--- src/verilog/bsr_pkg.sv ---
// Constants shared by the boot status reporting block.
// Assumes a single 10 MHz system clock and byte-wide RAM and SFR ports.
package bsr_pkg;

   //////////////////////////////////////////////////////////////////////////
   // RAM side: address width and the boot variable locations
   localparam int             RAM_AW        = 13;
   localparam logic [12:0]    RES_PTR_ADDR  = 13'h11f3;
   localparam logic [12:0]    USER_BEG_ADDR = 13'h11f5;
   localparam logic [12:0]    NEXT_NVM_ADDR = 13'h11fd;
   localparam logic [12:0]    RESULT_ADDR   = 13'h11ff;
   localparam logic [12:0]    LSB_STEP      = 13'h0001;
   localparam logic [2:0]     WR_LAST_IDX   = 3'h4;

   //////////////////////////////////////////////////////////////////////////
   // Boot result byte layout
   localparam int             RES_PIN0_BIT  = 7;
   localparam int             RES_FACT_LSB  = 2;
   localparam int             RES_FACT_W    = 3;
   localparam int             RES_LATER_BIT = 1;
   localparam int             RES_FIRST_BIT = 0;
   localparam int             RES_RSV_LSB   = 5;
   localparam int             RES_RSV_W     = 2;
   localparam logic [7:0]     RES_OK_A      = 8'h00;
   localparam logic [7:0]     RES_OK_B      = 8'h80;

   //////////////////////////////////////////////////////////////////////////
   // SFR map and boot control bits
   localparam logic [7:0]     BOOT_CTRL_SFR  = 8'hdd;
   localparam logic [7:0]     PROG_LEVEL_SFR = 8'hde;
   localparam int             FORCE_FACT_BIT = 5;
   localparam int             RUN_POR_BIT    = 4;
   localparam int             FAIL_BIT       = 2;
   localparam int             DONE_BIT       = 1;
   localparam int             RUN_SYS_BIT    = 0;
   localparam logic [7:0]     FORCE_FACT_VAL = 8'h20;
   localparam logic [7:0]     CTRL_RESET     = 8'h00;

   //////////////////////////////////////////////////////////////////////////
   // Program levels of the part
   localparam logic [1:0]     LVL_FACTORY   = 2'h0;
   localparam logic [1:0]     LVL_USER      = 2'h1;
   localparam logic [1:0]     LVL_RUN       = 2'h2;

   // Boot sequence states
   typedef enum logic [3:0] {
      S_IDLE   = 4'h0,
      S_FACT   = 4'h1,
      S_RD_HI  = 4'h2,
      S_RD_LO  = 4'h3,
      S_RD_CAP = 4'h4,
      S_USER   = 4'h5,
      S_WR     = 4'h6,
      S_FIN    = 4'h7,
      S_WAIT   = 4'h8,
      S_RUN    = 4'h9
   } bsr_state_t;

endpackage

--- src/verilog/bsr_ctrl_reg.sv ---
// Boot control SFR: software bits plus hardware-set done and fail flags.
// Assumes writes are already decoded by the caller; por_i marks power up.
`timescale 1ns/10ps
module bsr_ctrl_reg
(
   input  wire logic       mclk_i,
   input  wire logic       reset_i,
   input  wire logic       por_i,
   input  wire logic       wr_i,
   input  wire logic [7:0] wdata_i,
   input  wire logic       set_done_i,
   input  wire logic       set_fail_i,
   output logic      [7:0] ctrl_o
);

   typedef struct packed {
      logic [7:0] ctrl;
   } bsr_ctrl_st_t;

   bsr_ctrl_st_t st_r;
   bsr_ctrl_st_t st_nxt;

   ////////////////////////////////////////////////////////////////////////////
   // Next value; hardware sets win over a software write in the same cycle
   always_comb
   begin
      st_nxt = st_r;
      if (wr_i)
      begin
         st_nxt.ctrl = wdata_i;
      end
      if (set_done_i)
      begin
         st_nxt.ctrl[bsr_pkg::DONE_BIT] = 1'b1;
      end
      if (set_fail_i)
      begin
         st_nxt.ctrl[bsr_pkg::FAIL_BIT] = 1'b1;
      end
      // Force bit survives a plain reset, only power up clears it
      if (por_i)
      begin
         st_nxt.ctrl = bsr_pkg::CTRL_RESET;
      end
      else if (reset_i)
      begin
         st_nxt.ctrl = bsr_pkg::CTRL_RESET;
         st_nxt.ctrl[bsr_pkg::FORCE_FACT_BIT] = st_r.ctrl[bsr_pkg::FORCE_FACT_BIT];
      end
   end

   // State register
   always_ff @(posedge mclk_i)
   begin
      st_r <= st_nxt;
   end

   assign ctrl_o = st_r.ctrl;

   ////////////////////////////////////////////////////////////////////////////
   // Checks
   a_force_write: assert property (@(posedge mclk_i) disable iff (reset_i || por_i)
      (wr_i && wdata_i == bsr_pkg::FORCE_FACT_VAL) |=> ctrl_o[bsr_pkg::FORCE_FACT_BIT])
      else $error("force factory bit not set after write");
   a_done_sets: assert property (@(posedge mclk_i) disable iff (reset_i || por_i)
      set_done_i |=> ctrl_o[bsr_pkg::DONE_BIT])
      else $error("done flag not set at boot end");
   a_por_clears: assert property (@(posedge mclk_i)
      por_i |=> ctrl_o == bsr_pkg::CTRL_RESET)
      else $error("control register not cleared at power up");

endmodule // bsr_ctrl_reg

--- src/verilog/bsr_top.sv ---
// Boot status reporting: runs the end of the boot load and leaves the
// pointer words and result byte at the top of RAM.
// Assumes a loader that signals factory and user block results, a RAM
// with one cycle read latency, and an SFR port on the same clock.
`timescale 1ns/10ps
module bsr_top
(
   input  wire logic        mclk_i,
   input  wire logic        reset_i,
   input  wire logic        por_i,
   input  wire logic        gpio0_i,
   input  wire logic [1:0]  prog_level_i,
   input  wire logic        user_cont_i,
   input  wire logic        dbg_attach_i,
   input  wire logic        fact_done_i,
   input  wire logic [2:0]  fact_err_i,
   input  wire logic [15:0] res_ptr_i,
   input  wire logic        user_blk_i,
   input  wire logic        user_blk_err_i,
   input  wire logic        user_done_i,
   input  wire logic        nvm_rd_i,
   input  wire logic [15:0] nvm_rd_addr_i,
   input  wire logic        ld_wr_i,
   input  wire logic [15:0] ld_addr_i,
   input  wire logic [7:0]  ram_rdata_i,
   input  wire logic        sfr_wr_i,
   input  wire logic        sfr_rd_i,
   input  wire logic [7:0]  sfr_addr_i,
   input  wire logic [7:0]  sfr_wdata_i,
   output logic             fact_req_o,
   output logic             user_req_o,
   output logic      [15:0] user_start_o,
   output logic             ram_we_o,
   output logic             ram_re_o,
   output logic      [12:0] ram_addr_o,
   output logic      [7:0]  ram_wdata_o,
   output logic      [7:0]  sfr_rdata_o,
   output logic      [7:0]  boot_ctrl_o,
   output logic             halted_o,
   output logic             code_run_o,
   output logic             res_hit_o
);

   typedef struct packed {
      bsr_pkg::bsr_state_t state;
      logic                pin0;
      logic [2:0]          ferr;
      logic                first_err;
      logic                later_err;
      logic                blk_seen;
      logic [15:0]         res_ptr;
      logic [7:0]          ubeg_hi;
      logic [15:0]         ubeg;
      logic [15:0]         next_rd;
      logic [2:0]          idx;
      logic                halt;
      logic                fact_req;
      logic                user_req;
      logic                ram_we;
      logic                ram_re;
      logic [12:0]         ram_addr;
      logic [7:0]          ram_wdata;
      logic [7:0]          sfr_rdata;
      logic                done_p;
      logic                fail_p;
      logic                code_run;
      logic                res_hit;
      logic                halted;
   } bsr_main_st_t;

   bsr_main_st_t st_r;
   bsr_main_st_t st_nxt;
   logic [7:0]   ctrl_w;
   logic [7:0]   res_byte;
   logic         ctrl_wr;
   logic         force_fact;
   logic         run_now;

   ////////////////////////////////////////////////////////////////////////////
   // Boot control register, kept apart so power-up and reset differ
   assign ctrl_wr    = sfr_wr_i && (sfr_addr_i == bsr_pkg::BOOT_CTRL_SFR);
   assign force_fact = ctrl_w[bsr_pkg::FORCE_FACT_BIT];

   bsr_ctrl_reg u_ctrl
   (
      .mclk_i     (mclk_i),
      .reset_i    (reset_i),
      .por_i      (por_i),
      .wr_i       (ctrl_wr),
      .wdata_i    (sfr_wdata_i),
      .set_done_i (st_r.done_p),
      .set_fail_i (st_r.fail_p),
      .ctrl_o     (ctrl_w)
   );

   ////////////////////////////////////////////////////////////////////////////
   // Result byte built from the captured errors; reserved bits stay zero
   always_comb
   begin
      res_byte = 8'h00;
      res_byte[bsr_pkg::RES_PIN0_BIT] = st_r.pin0;
      res_byte[bsr_pkg::RES_FACT_LSB +: bsr_pkg::RES_FACT_W] = st_r.ferr;
      res_byte[bsr_pkg::RES_LATER_BIT] = st_r.later_err;
      res_byte[bsr_pkg::RES_FIRST_BIT] = st_r.first_err;
   end

   // Run straight away only for a run part or an auto-run user part
   assign run_now = !st_r.halt && ((prog_level_i == bsr_pkg::LVL_RUN) ||
                    (prog_level_i == bsr_pkg::LVL_USER && user_cont_i && !force_fact));

   ////////////////////////////////////////////////////////////////////////////
   // Boot sequence
   always_comb
   begin
      st_nxt          = st_r;
      st_nxt.ram_we   = 1'b0;
      st_nxt.ram_re   = 1'b0;
      st_nxt.done_p   = 1'b0;
      st_nxt.fail_p   = 1'b0;
      st_nxt.fact_req = 1'b0;

      // Next unread address tracks every byte the copy process reads
      if (nvm_rd_i)
         st_nxt.next_rd = nvm_rd_addr_i + 16'h0001;

      // Loader writes into the reserved area during the user load are flagged, never blocked
      if (ld_wr_i && (ld_addr_i >= st_r.res_ptr) && (st_r.state == bsr_pkg::S_USER))
         st_nxt.res_hit = 1'b1;

      case (st_r.state)
         bsr_pkg::S_IDLE:
         begin
            // Pin sampled before anything else, ahead of the oscillator
            st_nxt.pin0      = gpio0_i;
            st_nxt.ferr      = 3'h0;
            st_nxt.first_err = 1'b0;
            st_nxt.later_err = 1'b0;
            st_nxt.blk_seen  = 1'b0;
            st_nxt.idx       = 3'h0;
            st_nxt.fact_req  = 1'b1;
            st_nxt.state     = bsr_pkg::S_FACT;
         end
         bsr_pkg::S_FACT:
         begin
            st_nxt.fact_req = !fact_done_i;
            if (fact_done_i)
            begin
               st_nxt.ferr    = fact_err_i;
               st_nxt.res_ptr = res_ptr_i;
               st_nxt.ram_re  = 1'b1;
               st_nxt.ram_addr = bsr_pkg::USER_BEG_ADDR;
               st_nxt.state   = bsr_pkg::S_RD_HI;
            end
         end
         bsr_pkg::S_RD_HI:
         begin
            // Low byte requested while the high byte is on its way
            st_nxt.ram_re   = 1'b1;
            st_nxt.ram_addr = bsr_pkg::USER_BEG_ADDR + bsr_pkg::LSB_STEP;
            st_nxt.state    = bsr_pkg::S_RD_LO;
         end
         bsr_pkg::S_RD_LO:
         begin
            st_nxt.ubeg_hi = ram_rdata_i;
            st_nxt.state   = bsr_pkg::S_RD_CAP;
         end
         bsr_pkg::S_RD_CAP:
         begin
            st_nxt.ubeg = {st_r.ubeg_hi, ram_rdata_i};
            if (prog_level_i == bsr_pkg::LVL_FACTORY || force_fact)
               st_nxt.state = bsr_pkg::S_WR;
            else
            begin
               st_nxt.user_req = 1'b1;
               st_nxt.state    = bsr_pkg::S_USER;
            end
         end
         bsr_pkg::S_USER:
         begin
            if (user_blk_i)
            begin
               st_nxt.blk_seen = 1'b1;
               if (user_blk_err_i && !st_r.blk_seen)
                  st_nxt.first_err = 1'b1;
               if (user_blk_err_i && st_r.blk_seen)
                  st_nxt.later_err = 1'b1;
            end
            if (user_done_i)
            begin
               st_nxt.user_req = 1'b0;
               st_nxt.state    = bsr_pkg::S_WR;
            end
         end
         bsr_pkg::S_WR:
         begin
            // Words go out MSB first at the lower address
            st_nxt.ram_we = 1'b1;
            case (st_r.idx)
               3'h0:
               begin
                  st_nxt.ram_addr  = bsr_pkg::RES_PTR_ADDR;
                  st_nxt.ram_wdata = st_r.res_ptr[15:8];
               end
               3'h1:
               begin
                  st_nxt.ram_addr  = bsr_pkg::RES_PTR_ADDR + bsr_pkg::LSB_STEP;
                  st_nxt.ram_wdata = st_r.res_ptr[7:0];
               end
               3'h2:
               begin
                  st_nxt.ram_addr  = bsr_pkg::NEXT_NVM_ADDR;
                  st_nxt.ram_wdata = st_r.next_rd[15:8];
               end
               3'h3:
               begin
                  st_nxt.ram_addr  = bsr_pkg::NEXT_NVM_ADDR + bsr_pkg::LSB_STEP;
                  st_nxt.ram_wdata = st_r.next_rd[7:0];
               end
               default:
               begin
                  st_nxt.ram_addr  = bsr_pkg::RESULT_ADDR;
                  st_nxt.ram_wdata = res_byte;
               end
            endcase
            st_nxt.idx = st_r.idx + 3'h1;
            if (st_r.idx == bsr_pkg::WR_LAST_IDX)
               st_nxt.state = bsr_pkg::S_FIN;
         end
         bsr_pkg::S_FIN:
         begin
            st_nxt.done_p = 1'b1;
            st_nxt.fail_p = (res_byte != bsr_pkg::RES_OK_A);
            st_nxt.state  = run_now ? bsr_pkg::S_RUN : bsr_pkg::S_WAIT;
            st_nxt.code_run = run_now;
         end
         bsr_pkg::S_WAIT:
         begin
            // Waiting loop left for S_RUN whenever a run bit is set, whether written before or during the wait
            if (ctrl_w[bsr_pkg::RUN_SYS_BIT] || ctrl_w[bsr_pkg::RUN_POR_BIT])
            begin
               st_nxt.code_run = 1'b1;
               st_nxt.halt     = 1'b0;
               st_nxt.state    = bsr_pkg::S_RUN;
            end
         end
         bsr_pkg::S_RUN:
            st_nxt.code_run = 1'b1;
         default:
            st_nxt.state = bsr_pkg::S_IDLE;
      endcase

      // Protection register and control register reads
      if (sfr_rd_i)
      begin
         case (sfr_addr_i)
            bsr_pkg::BOOT_CTRL_SFR:  st_nxt.sfr_rdata = ctrl_w;
            bsr_pkg::PROG_LEVEL_SFR: st_nxt.sfr_rdata = {6'h00, prog_level_i};
            default:                 st_nxt.sfr_rdata = 8'h00;
         endcase
      end

      // Debugger attach restarts the boot and keeps the part halted
      if (dbg_attach_i)
      begin
         st_nxt.state    = bsr_pkg::S_IDLE;
         st_nxt.halt     = 1'b1;
         st_nxt.code_run = 1'b0;
         st_nxt.user_req = 1'b0;
      end

      // Every reset reruns the whole boot, factory reload included
      if (reset_i)
      begin
         st_nxt          = '0;
         st_nxt.state    = bsr_pkg::S_IDLE;
      end
      st_nxt.halted = (st_nxt.state == bsr_pkg::S_WAIT);      // Registered wait flag
   end

   // State register
   always_ff @(posedge mclk_i)
   begin
      st_r <= st_nxt;
   end

   ////////////////////////////////////////////////////////////////////////////
   // Outputs, all straight from the state register or the control register
   assign fact_req_o   = st_r.fact_req;
   assign user_req_o   = st_r.user_req;
   assign user_start_o = st_r.ubeg;
   assign ram_we_o     = st_r.ram_we;
   assign ram_re_o     = st_r.ram_re;
   assign ram_addr_o   = st_r.ram_addr;
   assign ram_wdata_o  = st_r.ram_wdata;
   assign sfr_rdata_o  = st_r.sfr_rdata;
   assign boot_ctrl_o  = ctrl_w;
   assign halted_o     = st_r.halted;
   assign code_run_o   = st_r.code_run;
   assign res_hit_o    = st_r.res_hit;

   ////////////////////////////////////////////////////////////////////////////
   // Checks
   a_ptr_be_order: assert property (@(posedge mclk_i) disable iff (reset_i)
      (ram_we_o && ram_addr_o == bsr_pkg::RES_PTR_ADDR)
      |-> ram_wdata_o == st_r.res_ptr[15:8]
      ##1 (ram_we_o && ram_addr_o == bsr_pkg::RES_PTR_ADDR + bsr_pkg::LSB_STEP
           && ram_wdata_o == st_r.res_ptr[7:0]))
      else $error("reserved pointer not written big-endian");
   a_user_start: assert property (@(posedge mclk_i) disable iff (reset_i)
      $rose(user_req_o) |-> $past(ram_re_o, 3)
          && user_start_o == {$past(ram_rdata_i, 2), $past(ram_rdata_i)})
      else $error("user load started before start word read");
   a_next_unread: assert property (@(posedge mclk_i) disable iff (reset_i)
      nvm_rd_i |=> st_r.next_rd == $past(nvm_rd_addr_i) + 16'h0001)
      else $error("next unread address not one past last read");
   a_next_written: assert property (@(posedge mclk_i) disable iff (reset_i)
      (ram_we_o && ram_addr_o == bsr_pkg::NEXT_NVM_ADDR)
      |-> ram_wdata_o == st_r.next_rd[15:8])
      else $error("next unread address high byte wrong");
   a_result_byte: assert property (@(posedge mclk_i) disable iff (reset_i)
      (ram_we_o && ram_addr_o == bsr_pkg::RESULT_ADDR)
      |-> ram_wdata_o[bsr_pkg::RES_RSV_LSB +: bsr_pkg::RES_RSV_W] == 2'h0
          && ram_wdata_o[bsr_pkg::RES_PIN0_BIT] == st_r.pin0
          && ram_wdata_o[bsr_pkg::RES_FACT_LSB +: bsr_pkg::RES_FACT_W] == st_r.ferr)
      else $error("result byte layout wrong");
   a_fail_flag: assert property (@(posedge mclk_i) disable iff (reset_i || por_i)
      (st_r.state == bsr_pkg::S_FIN && res_byte != bsr_pkg::RES_OK_A)
      |-> ##2 boot_ctrl_o[bsr_pkg::FAIL_BIT])
      else $error("fail flag missing after nonzero result");
   a_force_no_user: assert property (@(posedge mclk_i) disable iff (reset_i)
      (st_r.state == bsr_pkg::S_RD_CAP && force_fact) |=> !user_req_o)
      else $error("user load started while forced to factory");
   a_fact_reload: assert property (@(posedge mclk_i)
      $fell(reset_i) |-> ##[1:2] fact_req_o)
      else $error("factory load not requested after reset");
   a_dbg_halt: assert property (@(posedge mclk_i) disable iff (reset_i)
      dbg_attach_i |=> !code_run_o && st_r.halt)
      else $error("part not halted after debugger attach");
   a_prog_level: assert property (@(posedge mclk_i) disable iff (reset_i)
      (sfr_rd_i && sfr_addr_i == bsr_pkg::PROG_LEVEL_SFR)
      |=> sfr_rdata_o == {6'h00, $past(prog_level_i)})
      else $error("program level read back wrong");
   a_first_err: assert property (@(posedge mclk_i) disable iff (reset_i)
      (st_r.state == bsr_pkg::S_USER && user_blk_i && user_blk_err_i && !st_r.blk_seen
       && !dbg_attach_i)
      |=> st_r.first_err)
      else $error("first block error not captured");

endmodule // bsr_top

--- config.mk ---
export PLATFORM = sky130hd
export DESIGN_NAME = bsr_top
export DESIGN_NICKNAME = d
export VERILOG_FILES = /design/src/verilog/bsr_pkg.sv /design/src/verilog/bsr_ctrl_reg.sv /design/src/verilog/bsr_top.sv
export SDC_FILE = /design/constraint.sdc
export NUM_CORES = 1
export LEC_CHECK = 0
export BUFFER_PORTS_ARGS = -buffer_cell sky130_fd_sc_hd__buf_2
export CORE_ASPECT_RATIO = 0.8
export CORE_MARGIN = 3
export CORE_UTILIZATION = 45
export CTS_CLUSTER_DIAMETER = 50
export CTS_CLUSTER_SIZE = 12
export DETAILED_ROUTE_END_ITERATION = 16
export GPL_TIMING_DRIVEN = 0
export PLACE_DENSITY = 0.77
export SLEW_MARGIN = 0
export SYNTH_ARGS = -nofsm -noshare
export SYNTH_HDL_FRONTEND = slang
export SYNTH_SLANG_ARGS = --single-unit
export TNS_END_PERCENT = 50
--- constraint.sdc ---
create_clock -name mclk_i -period 3.3 [get_ports mclk_i]
set_clock_uncertainty 0.15 [all_clocks]
set_input_delay 0.165 -clock mclk_i [delete_from_list [all_inputs] [get_ports mclk_i]]
set_output_delay 0.165 -clock mclk_i [all_outputs]
set_load 0.02 [all_outputs]
==> impl_metrics.toml, run 1 <==
[synth]
synth_top_cells_by_area = "dfxtp_1, nand2_1, a21oi_1, buf_4, ha_1"
synth-edff-count = 0
synth_top_area_share_pct = 40.8
yosys_warnings = 0
synthArstFlopShare_pct = 0
syn_area_sq_um = 5350
yosys_most_used_dff = "dfxtp_1"
synth.avg_cell_area_sq_um = 8.12
yosysMostFrequentCell = "nand2_1"
yosysUniqueCellTypes = 57
synth_seq_area_share_pct = 40.8
synth_common_cells = "nand2_1, dfxtp_1, nor2_1, a21oi_1, buf_4"
postSynthRegisterBits = 109
synth.largest_area_cell = "dfxtp_1"
syn_inst = 659

[placed_design]
dpl-instance-area_sq_um = 6270
place_ws_ns = 1.23
hpwl_mm = 11.1
dp_cells = 951
port_buffers = 146
place.gp.congestion = 0.945

[clocking]
htree_levels = 3
clk_path_buf_depth = 2
cts.clk_slew.worst_paths_ns = 0.07
insertion_delay_ns = 0.35
cts_setup_buffers = 0
hold_buffers = 42
cts_tree = "done"
cts.repair.resized = 0
numCtsBuffers = 9
clockRootBuffer = "clkbuf_16"
cts_sinks = 109

[floorplan]
fp.coreArea_sq_um = 11200
rows = 34
die-area_sq_um = 13200
die_x_microns = 128
dieHeight_microns = 104
io_pins = 151
start_util_pct = 47.6

[run]
cap_violations = 0

[global_routing]
busiest_layer = "met2"
grt_pass1_wl_mm = 24.5
grt_pass1_vias = 5046
grt_overflow = 0
grt_use_met1_pct = 31.5
antenna_found_initial = 0
grt_max_degree = 18
grt_usage_pct = 22.6
grt_util_met2_pct = 35.4
grt_util_met3_pct = 5.14

[layout]
utilization_pct = 62.2
syn2layout_area_growth_pct = 30.5
antenna_cells = 0
fin_area_sq_um = 6980
layout.cells.non_filler = 1009
drive_gt1_share_pct = 26.7
fin_nets = 973

[route]
viasPerCell = 5.22
final_antenna_net_count = 0
post-route-drc-count = 0
drtIter0Drc = 454
routed_wl_mm = 15.2
dr.pass1.iters = 6
avgRoutedWirePerCell_microns = 15.0
vias = 5272

[worst_setup_path]
path_class = "flip-flop to flip-flop"
end_kind = "flip-flop"
rr_startpoint = "st_r[39]$_SDFFE_PP0P_"
critPathRequiredTime_ns = 3.34
cp_data_arrival_time_ns = 2.18
worstPathCellList = "inv_1 -> ha_1 -> clkbuf_1 -> a222oi_1 -> nor2_1 -> a211oi_1 -> a211oi_1"
r2r_cells = 7
crit_path_frequent_cell = "a211oi_1"
crit_path_start = "st_r[39]$_SDFFE_PP0P_"
rrSetupSlack_ns = 1.16
startpoint_type = "flip-flop"
timing.rr.end = "ram_wdata_o[1]$_SDFFE_PP0P_"
crit_path_max_fanout = 10
worstSetupEndpoint = "ram_wdata_o[1]$_SDFFE_PP0P_"
cpMaxStageDelayCell = "dfxtp_1"
slowest_delay_ns = 0.40

[power_and_ir_drop]
total_leakage_power_nw = 2.95
ir_worst_vdd_uv = 250
finalPower_mw = 2.75
power_per_cell_area_nw_per_um2 = 394

[timing]
fmax_mhz = 467
relSlewSlack_pct = 55.0
post-route-period-util_pct = 64.9
finalSetupTns_ns = 0
min_period_ns = 2.14
setup_viol = 0
hold_slack_ns = 0.0108
worst_slack_ns = 1.16
hold_viol = 0
rsz0062_at_grt = "false"
slew_violations = 0
worst_pin_slew_ns = 0.676

[hold_path]
hold_class = "primary input to flip-flop"
hp-start = "nvm_rd_addr_i[9]"

[outcome]
status = "finished, final reports clean"
## layer usage
metal  vias to the layer above  routed length (microns)
met5                         -                        0
met4                         0                      250
met3                        27                     1220
met2                       232                     6580
met1                      2400                     7100
li1                       2613                        -
## power by group
part | switching [mW] | internal (mW) | leakage (nW)
Sequential | 0.0208 | 1.34 | 0.885
Combinational | 0.163 | 0.146 | 1.93
Clock | 0.488 | 0.591 | 0.132
Total | 0.672 | 2.08 | 2.95
## state kept, by name, indices dropped and copies added (netlist names), 5 cells and up
signal,count
ram_addr_o,5
ram_wdata_o,8
res_byte,6
sfr_rdata_o,8
st_r,51
u_ctrl.ctrl_o,8
user_start_o,16
## cells by family after synthesis
logic type,synth area share [%]
other cells,0.0701
simple gates,22.4
mux,1.68
xor+xnor,2.29
flops,40.8
fa+ha+maj,5.15
buf+inv,11.0
compound gates,16.7
## worst min path at each step
| stage | to | cells past startpoint |
|---|---|---|
| 4_1_cts | st_r[51]$_SDFFE_PP0P_ | 3 |
| 3_3_place_gp | u_ctrl.ctrl_o[5]$_SDFFE_PP0P_ | 2 |
| 2_1_floorplan | u_ctrl.ctrl_o[5]$_SDFFE_PP0P_ | 1 |
| 3_5_place_dp | u_ctrl.ctrl_o[5]$_SDFFE_PP0P_ | 2 |
| 6_report | st_r[51]$_SDFFE_PP0P_ | 3 |
| 5_1_grt | st_r[51]$_SDFFE_PP0P_ | 3 |
## final cells by class
type / instances / area [sq um]
Buffer: 80 / 490
Clock buffer: 11 / 233
Clock inverter: 5 / 61.3
Fill cell: 1017 / 4250
Inverter: 26 / 97.6
Multi-Input combinational cell: 446 / 2590
Sequential cell: 109 / 2180
Tap cell: 144 / 180
Timing Repair Buffer: 188 / 1150
## placed cells by master (no fill, tap or decap), types with 7 or more instances in the layout
master	Yosys	final
o21ai_0	10	10
buf_2	8	154
nand3_1	15	15
dfxtp_1	109	109
nor2b_1	9	9
a222oi_1	8	8
dlygate4sd3_1	0	42
clkbuf_16	0	9
clkbuf_1	20	22
a211oi_1	29	29
nor3_1	12	12
ha_1	22	22
a21oi_1	69	69
xor2_1	9	9
nand2_1	113	113
mux2i_1	9	9
inv_1	26	26
buf_4	46	46
nand4_1	7	7
nor2_1	73	73
## worst max-delay path: cells and delay by family, from the launching register on
kind / cells / cell delay (ns)
AO/OA/AOI/OAI: 3 / 0.73
adder cells (fa/ha/maj): 1 / 0.25
buffers and inverters: 2 / 0.34
flip-flops: 1 / 0.40
AND/OR/NAND/NOR: 1 / 0.12
Power figures use the tool's default switching activity.
==> run 2: changes to the inputs <==
clock period = 2 ns   (was 3.3 ns; I/O delays follow)
==> run 2 against run 1 <==
Against the previous run:
- the run now ends with hold timing left
- total power up 66%
- sequential power up 65%
- global-route usage up 0.45 points
- critical path type unchanged
- largest cell class unchanged
- highest routed layer unchanged
==> impl_metrics.toml, run 2 (synthesized netlist as in run 1, its figures left out) <==
[outcome]
status = "finished, violations left"
failed_checks = "hold timing"

[timing]
setup_viol = 0
post-route-period-util_pct = 98.7
worst_slack_ns = 0.0267
rsz0062_at_grt = "true"
fmax_mhz = 507
hold_slack_ns = -0.00130
relSlewSlack_pct = 53.3
finalSetupTns_ns = 0
min_period_ns = 1.97
slew_violations = 0
hold_viol = 1
worst_pin_slew_ns = 0.700

[route]
avgRoutedWirePerCell_microns = 15.2
viasPerCell = 5.21
dr.pass1.iters = 6
routed_wl_mm = 15.5
vias = 5329
drtIter0Drc = 489
final_antenna_net_count = 0
post-route-drc-count = 0

[hold_path]
hold_class = "primary input to flip-flop"

[clocking]
insertion_delay_ns = 0.35
clockRootBuffer = "clkbuf_16"
htree_levels = 3
cts.clk_slew.worst_paths_ns = 0.07
numCtsBuffers = 9
cts_sinks = 109
cts_setup_buffers = 0
clk_path_buf_depth = 2
cts_tree = "done"

[power_and_ir_drop]
internal_power_mw = 3.45
pwr-share-seq_pct = 49.3
ir_worst_vdd_uv = 406
power_frac_comb_pct = 11.8
p_clk_share_pct = 38.9
swShare_pct = 24.5
power_per_cell_area_nw_per_um2 = 634
p_sw_mw = 1.12
total_leakage_power_nw = 3.03

[worst_setup_path]
critPathRequiredTime_ns = 2.09
end_kind = "flip-flop"
crit_path_max_fanout = 3
startpoint_type = "flip-flop"
path_class = "flip-flop to flip-flop"
cp_data_arrival_time_ns = 2.06

[layout]
drive_gt1_share_pct = 28.9
regArea_sq_um = 2190
mostFrequentLayoutCell = "buf_2"
largest_register = "st_r"
utilization_pct = 64.2
layout_common_cells = "buf_2, nand2_1, dfxtp_1"
syn2layout_area_growth_pct = 34.7
antenna_cells = 0
largest_reg_flops = 51
multi_input_area_sq_um = 2670
fin_nets = 986
n_fill_cell = 973

[placed_design]
hpwl_mm = 11.1
port_buffers = 146
place_ws_ns = -0.0672
place.gp.congestion = 0.945

[global_routing]
antenna_found_initial = 0
grt_max_degree = 18
grt_usage_pct = 23.0
grt_overflow = 0
grt_pass1_vias = 5104
grt_pass1_wl_mm = 25.0

[floorplan]
die_x_microns = 128
rows = 34
dieHeight_microns = 104
fp.coreArea_sq_um = 11200
start_util_pct = 47.6
io_pins = 151
die-area_sq_um = 13200

[run]
cap_violations = 0
==> run 2: per-layer routing <==
metal	global-route usage (%)	vias to the layer above	part of all wire, %
li1	-	2642	-
met1	32.2	2453	47
met2	36.4	218	44
met3	4.84	16	7.4
met4	5.68	0	1.2
met5	0	-	0
==> run 2: cell type report <==
class	instances	share of cell area, %
multi-input cells	446	37.1
flip-flops and latches	109	30.4
repair buffers	201	17.8
plain buffers	80	6.84
clock buffers	11	3.23
well taps	144	2.50
inverters	26	1.35
clock inverters	5	0.851
==> run 2: critical path, stage by stage (launching register included) <==
cell and delay [ns]:
dfxtp_2 0.35, ha_1 0.27, nand2b_4 0.15, a2111oi_4 0.34, a2111oi_1 0.08, a211o_1 0.29, o31a_1 0.24
==> run 2: through the flow <==
step	std cells	cell area (sq um)	total power, mW
after CTS	1022	7130	4.58
after global placement	951	6270	2.73
final	1022	7210	4.57
after global routing	1022	7210	4.73
after detailed placement	951	6270	2.74
after floorplan	661	5360	2.54
==> run 2: power groups by stage <==
stage	Sequential [mW]	Combinational, mW	Clock (mW)
floorplan	2.29	0.250	0
global placement	2.30	0.432	0
detailed placement	2.30	0.439	0
CTS	2.25	0.525	1.81
global route	2.26	0.594	1.88
finish	2.25	0.538	1.78
==> run 2: final timing paths <==
check | cells past startpoint | slack, ns | end | startpoint
setup / recovery | 6 | 0.03 | res_hit_o$_SDFFE_PP0P_ | st_r[82]$_SDFFE_PP0P_
setup reg to reg | 6 | 0.03 | res_hit_o$_SDFFE_PP0P_ | st_r[82]$_SDFFE_PP0P_
hold / removal | 3 | -0.001 | st_r[57]$_SDFFE_PP0P_ | nvm_rd_addr_i[15]
hold reg to reg | 2 | 0.28 | u_ctrl.ctrl_o[1]$_SDFFE_PP0P_ | st_r[4]$_SDFF_PP0_
==> run 2: what timing repair did <==
item                       in CTS  in global routing
hold endpoints to repair       68                  0
hold buffers                   55                  0
setup endpoints to repair       9                 12
gates resized for setup         6                 20
pin swaps                       1                  8
==> run 3: changes to the inputs <==
ABC_AREA = 1   (was unset)
CAP_MARGIN = 20   (was unset)
CELL_PAD_IN_SITES_DETAIL_PLACEMENT = 0   (was unset)
CELL_PAD_IN_SITES_GLOBAL_PLACEMENT = 1   (was unset)
CORE_UTILIZATION = 37   (was 45)
PLACE_DENSITY = 0.85   (was 0.77)
==> run 3 against run 2 <==
Against the previous run:
- routed wire length up 2.0%
- via count up 0.96%
- global-route usage down 3.7 points
- non-clock buffer count down 15
- synthesized cell count up 12%
- register-to-register slack better by 0.11 ns
- the run now ends clean
- critical path type unchanged
- cell area up 0.75%
==> impl_metrics.toml, run 3 <==
[timing]
hold_viol = 0
relSlewSlack_pct = 53.6
slew_violations = 0
min_period_ns = 1.86
worst_pin_slew_ns = 0.696
finalSetupTns_ns = 0
fmax_mhz = 537
setup_viol = 0
worst_slack_ns = 0.138
rsz0062_at_grt = "false"
post-route-period-util_pct = 93.1

[route]
drtIter0Drc = 269
routed_wl_mm = 15.9
post-route-drc-count = 0
viasPerCell = 4.72
final_antenna_net_count = 0
dr.pass1.iters = 5
avgRoutedWirePerCell_microns = 13.9
vias = 5380

[power_and_ir_drop]
ir_worst_vdd_uv = 446
power_per_cell_area_nw_per_um2 = 638
total_leakage_power_nw = 3.56

[synth]
synth_top_area_share_pct = 39.9
synth.avg_cell_area_sq_um = 7.41
synth.largest_area_cell = "dfxtp_1"
postSynthRegisterBits = 109
yosys_warnings = 0
yosys_most_used_dff = "dfxtp_1"
synth_seq_area_share_pct = 39.9
synth-edff-count = 0
synth_top_cells_by_area = "dfxtp_1, o21ai_0, nor2_1, inv_1, buf_4"
syn_inst = 738
yosysMostFrequentCell = "dfxtp_1"
yosysUniqueCellTypes = 42
syn_area_sq_um = 5470
synthArstFlopShare_pct = 0
synth_common_cells = "dfxtp_1, nor2_1, inv_1, nand2_1, o21ai_0"

[worst_setup_path]
cp_data_arrival_time_ns = 1.93
startpoint_type = "flip-flop"
path_class = "flip-flop to flip-flop"
critPathRequiredTime_ns = 2.07
end_kind = "flip-flop"
crit_path_start = "st_r[39]$_SDFFE_PP0P_"
crit_path_max_fanout = 9
rrSetupSlack_ns = 0.14
rr_startpoint = "st_r[39]$_SDFFE_PP0P_"
r2r_cells = 7

[layout]
fin_nets = 1063
largest_register = "st_r"
largest_reg_flops = 51
antenna_cells = 0
syn2layout_area_growth_pct = 32.7
layout.cells.non_filler = 1139
n_fill_cell = 1483
layout_common_cells = "buf_2, dfxtp_1, nor2_1"
mostFrequentLayoutCell = "buf_2"
drive_gt1_share_pct = 25.1
fin_area_sq_um = 7260

[floorplan]
io_pins = 151
fp.coreArea_sq_um = 14400
dieHeight_microns = 115
rows = 39
die_x_microns = 142
start_util_pct = 38.0
die-area_sq_um = 16300

[global_routing]
grt_pass1_vias = 4976
grt_pass1_wl_mm = 25.1
grt_overflow = 0
antenna_found_initial = 0
grt_usage_pct = 19.3
grt_max_degree = 20

[placed_design]
dpl-instance-area_sq_um = 6440
place.gp.congestion = 0.832
hpwl_mm = 12.2
place_ws_ns = 0.00908
port_buffers = 146
dp_cells = 1070

[clocking]
cts_tree = "done"
clk_path_buf_depth = 2
insertion_delay_ns = 0.34
clockRootBuffer = "clkbuf_16"
htree_levels = 3
cts_sinks = 109
cts.clk_slew.worst_paths_ns = 0.07
numCtsBuffers = 9

[hold_path]
hold_class = "primary input to flip-flop"
hp-start = "nvm_rd_addr_i[8]"
hold_depth = 5

[run]
cap_violations = 0

[outcome]
status = "finished, final reports clean"
-- run 3: changes by cell type after synthesis, moves of 10 or more --
| cell | previous run | this run |
|---|---|---|
| inv_1 | 26 | 94 |
| clkbuf_1 | 20 | 10 |
| nand2_1 | 113 | 87 |
| nor2_1 | 73 | 99 |
| nand3_1 | 15 | 26 |
| o21ai_0 | 10 | 76 |
| a211oi_1 | 29 | 1 |
-- run 3: stage by stage --
| stage | util [%] | hold WS, ns | power, mW |
|---|---|---|---|
| floorplan | - | 0.0191 | 2.64 |
| global placement | 44.7 | 0.128 | 2.87 |
| detailed placement | 44.7 | 0.124 | 2.87 |
| CTS | 50.3 | 0.00149 | 4.67 |
| global route | 50.4 | 0.0227 | 4.84 |
| finish | 50.4 | 0.00461 | 4.63 |
-- run 3: worst paths after layout --
path,endpoint
min,st_r[50]$_SDFFE_PP0P_
max reg2reg,ram_wdata_o[1]$_SDFFE_PP0P_
max,ram_wdata_o[1]$_SDFFE_PP0P_
min reg2reg,res_hit_o$_SDFFE_PP0P_
-- run 3: power by group --
group | internal (mW) | switching, mW
registers | 2.24 | 0.0382
logic | 0.287 | 0.338
clock network | 0.872 | 0.859
total | 3.40 | 1.24
-- run 3: layout make-up --
class	instances	area [sq um]	area share [%]
multi-input cells	465	2480	34.2
plain buffers	67	449	6.19
repair buffers	199	1260	17.3
inverters	99	372	5.12
flip-flops and latches	109	2180	30.1
clock buffers	10	229	3.15
clock inverters	6	53.8	0.741
well taps	184	230	3.17
-- run 3: kinds of logic (layout without fill, tap and decap cells) --
| kind of cell | count (synthesis) | count (layout) | synth area share, % |
|---|---|---|---|
| compound gates | 185 | 185 | 19.0 |
| xor+xnor | 8 | 8 | 1.28 |
| fa+ha+maj | 22 | 22 | 5.03 |
| buf+inv | 166 | 381 | 15.0 |
| flops | 109 | 109 | 39.9 |
| other cells | 1 | 3 | 0.0686 |
| simple gates | 247 | 247 | 19.8 |
-- run 3: timing repair --
item / CTS / global route
hold endpoints to repair: 68 / 0
gates resized for setup: 1 / 2
hold buffers: 52 / 0
setup endpoints to repair: 2 / 8
pin swaps: 0 / 1
setup buffers: 0 / 1
-- run 3: worst max-delay path: stages, from the launching register on --
cell and delay, ns:
dfxtp_1 0.35, inv_1 0.13, ha_1 0.16, inv_1 0.05, nor2_2 0.33, nor2_2 0.12, a31oi_2 0.33, a21oi_1 0.13
-- run 3: layer usage --
| layer | vias to the layer above | global-route usage [%] | wire length [microns] |
|---|---|---|---|
| li1 | 2805 | - | - |
| met1 | 2405 | 28.0 | 8050 |
| met2 | 157 | 29.8 | 6720 |
| met3 | 13 | 3.83 | 939 |
| met4 | 0 | 4.35 | 140 |
| met5 | - | 0 | 0 |
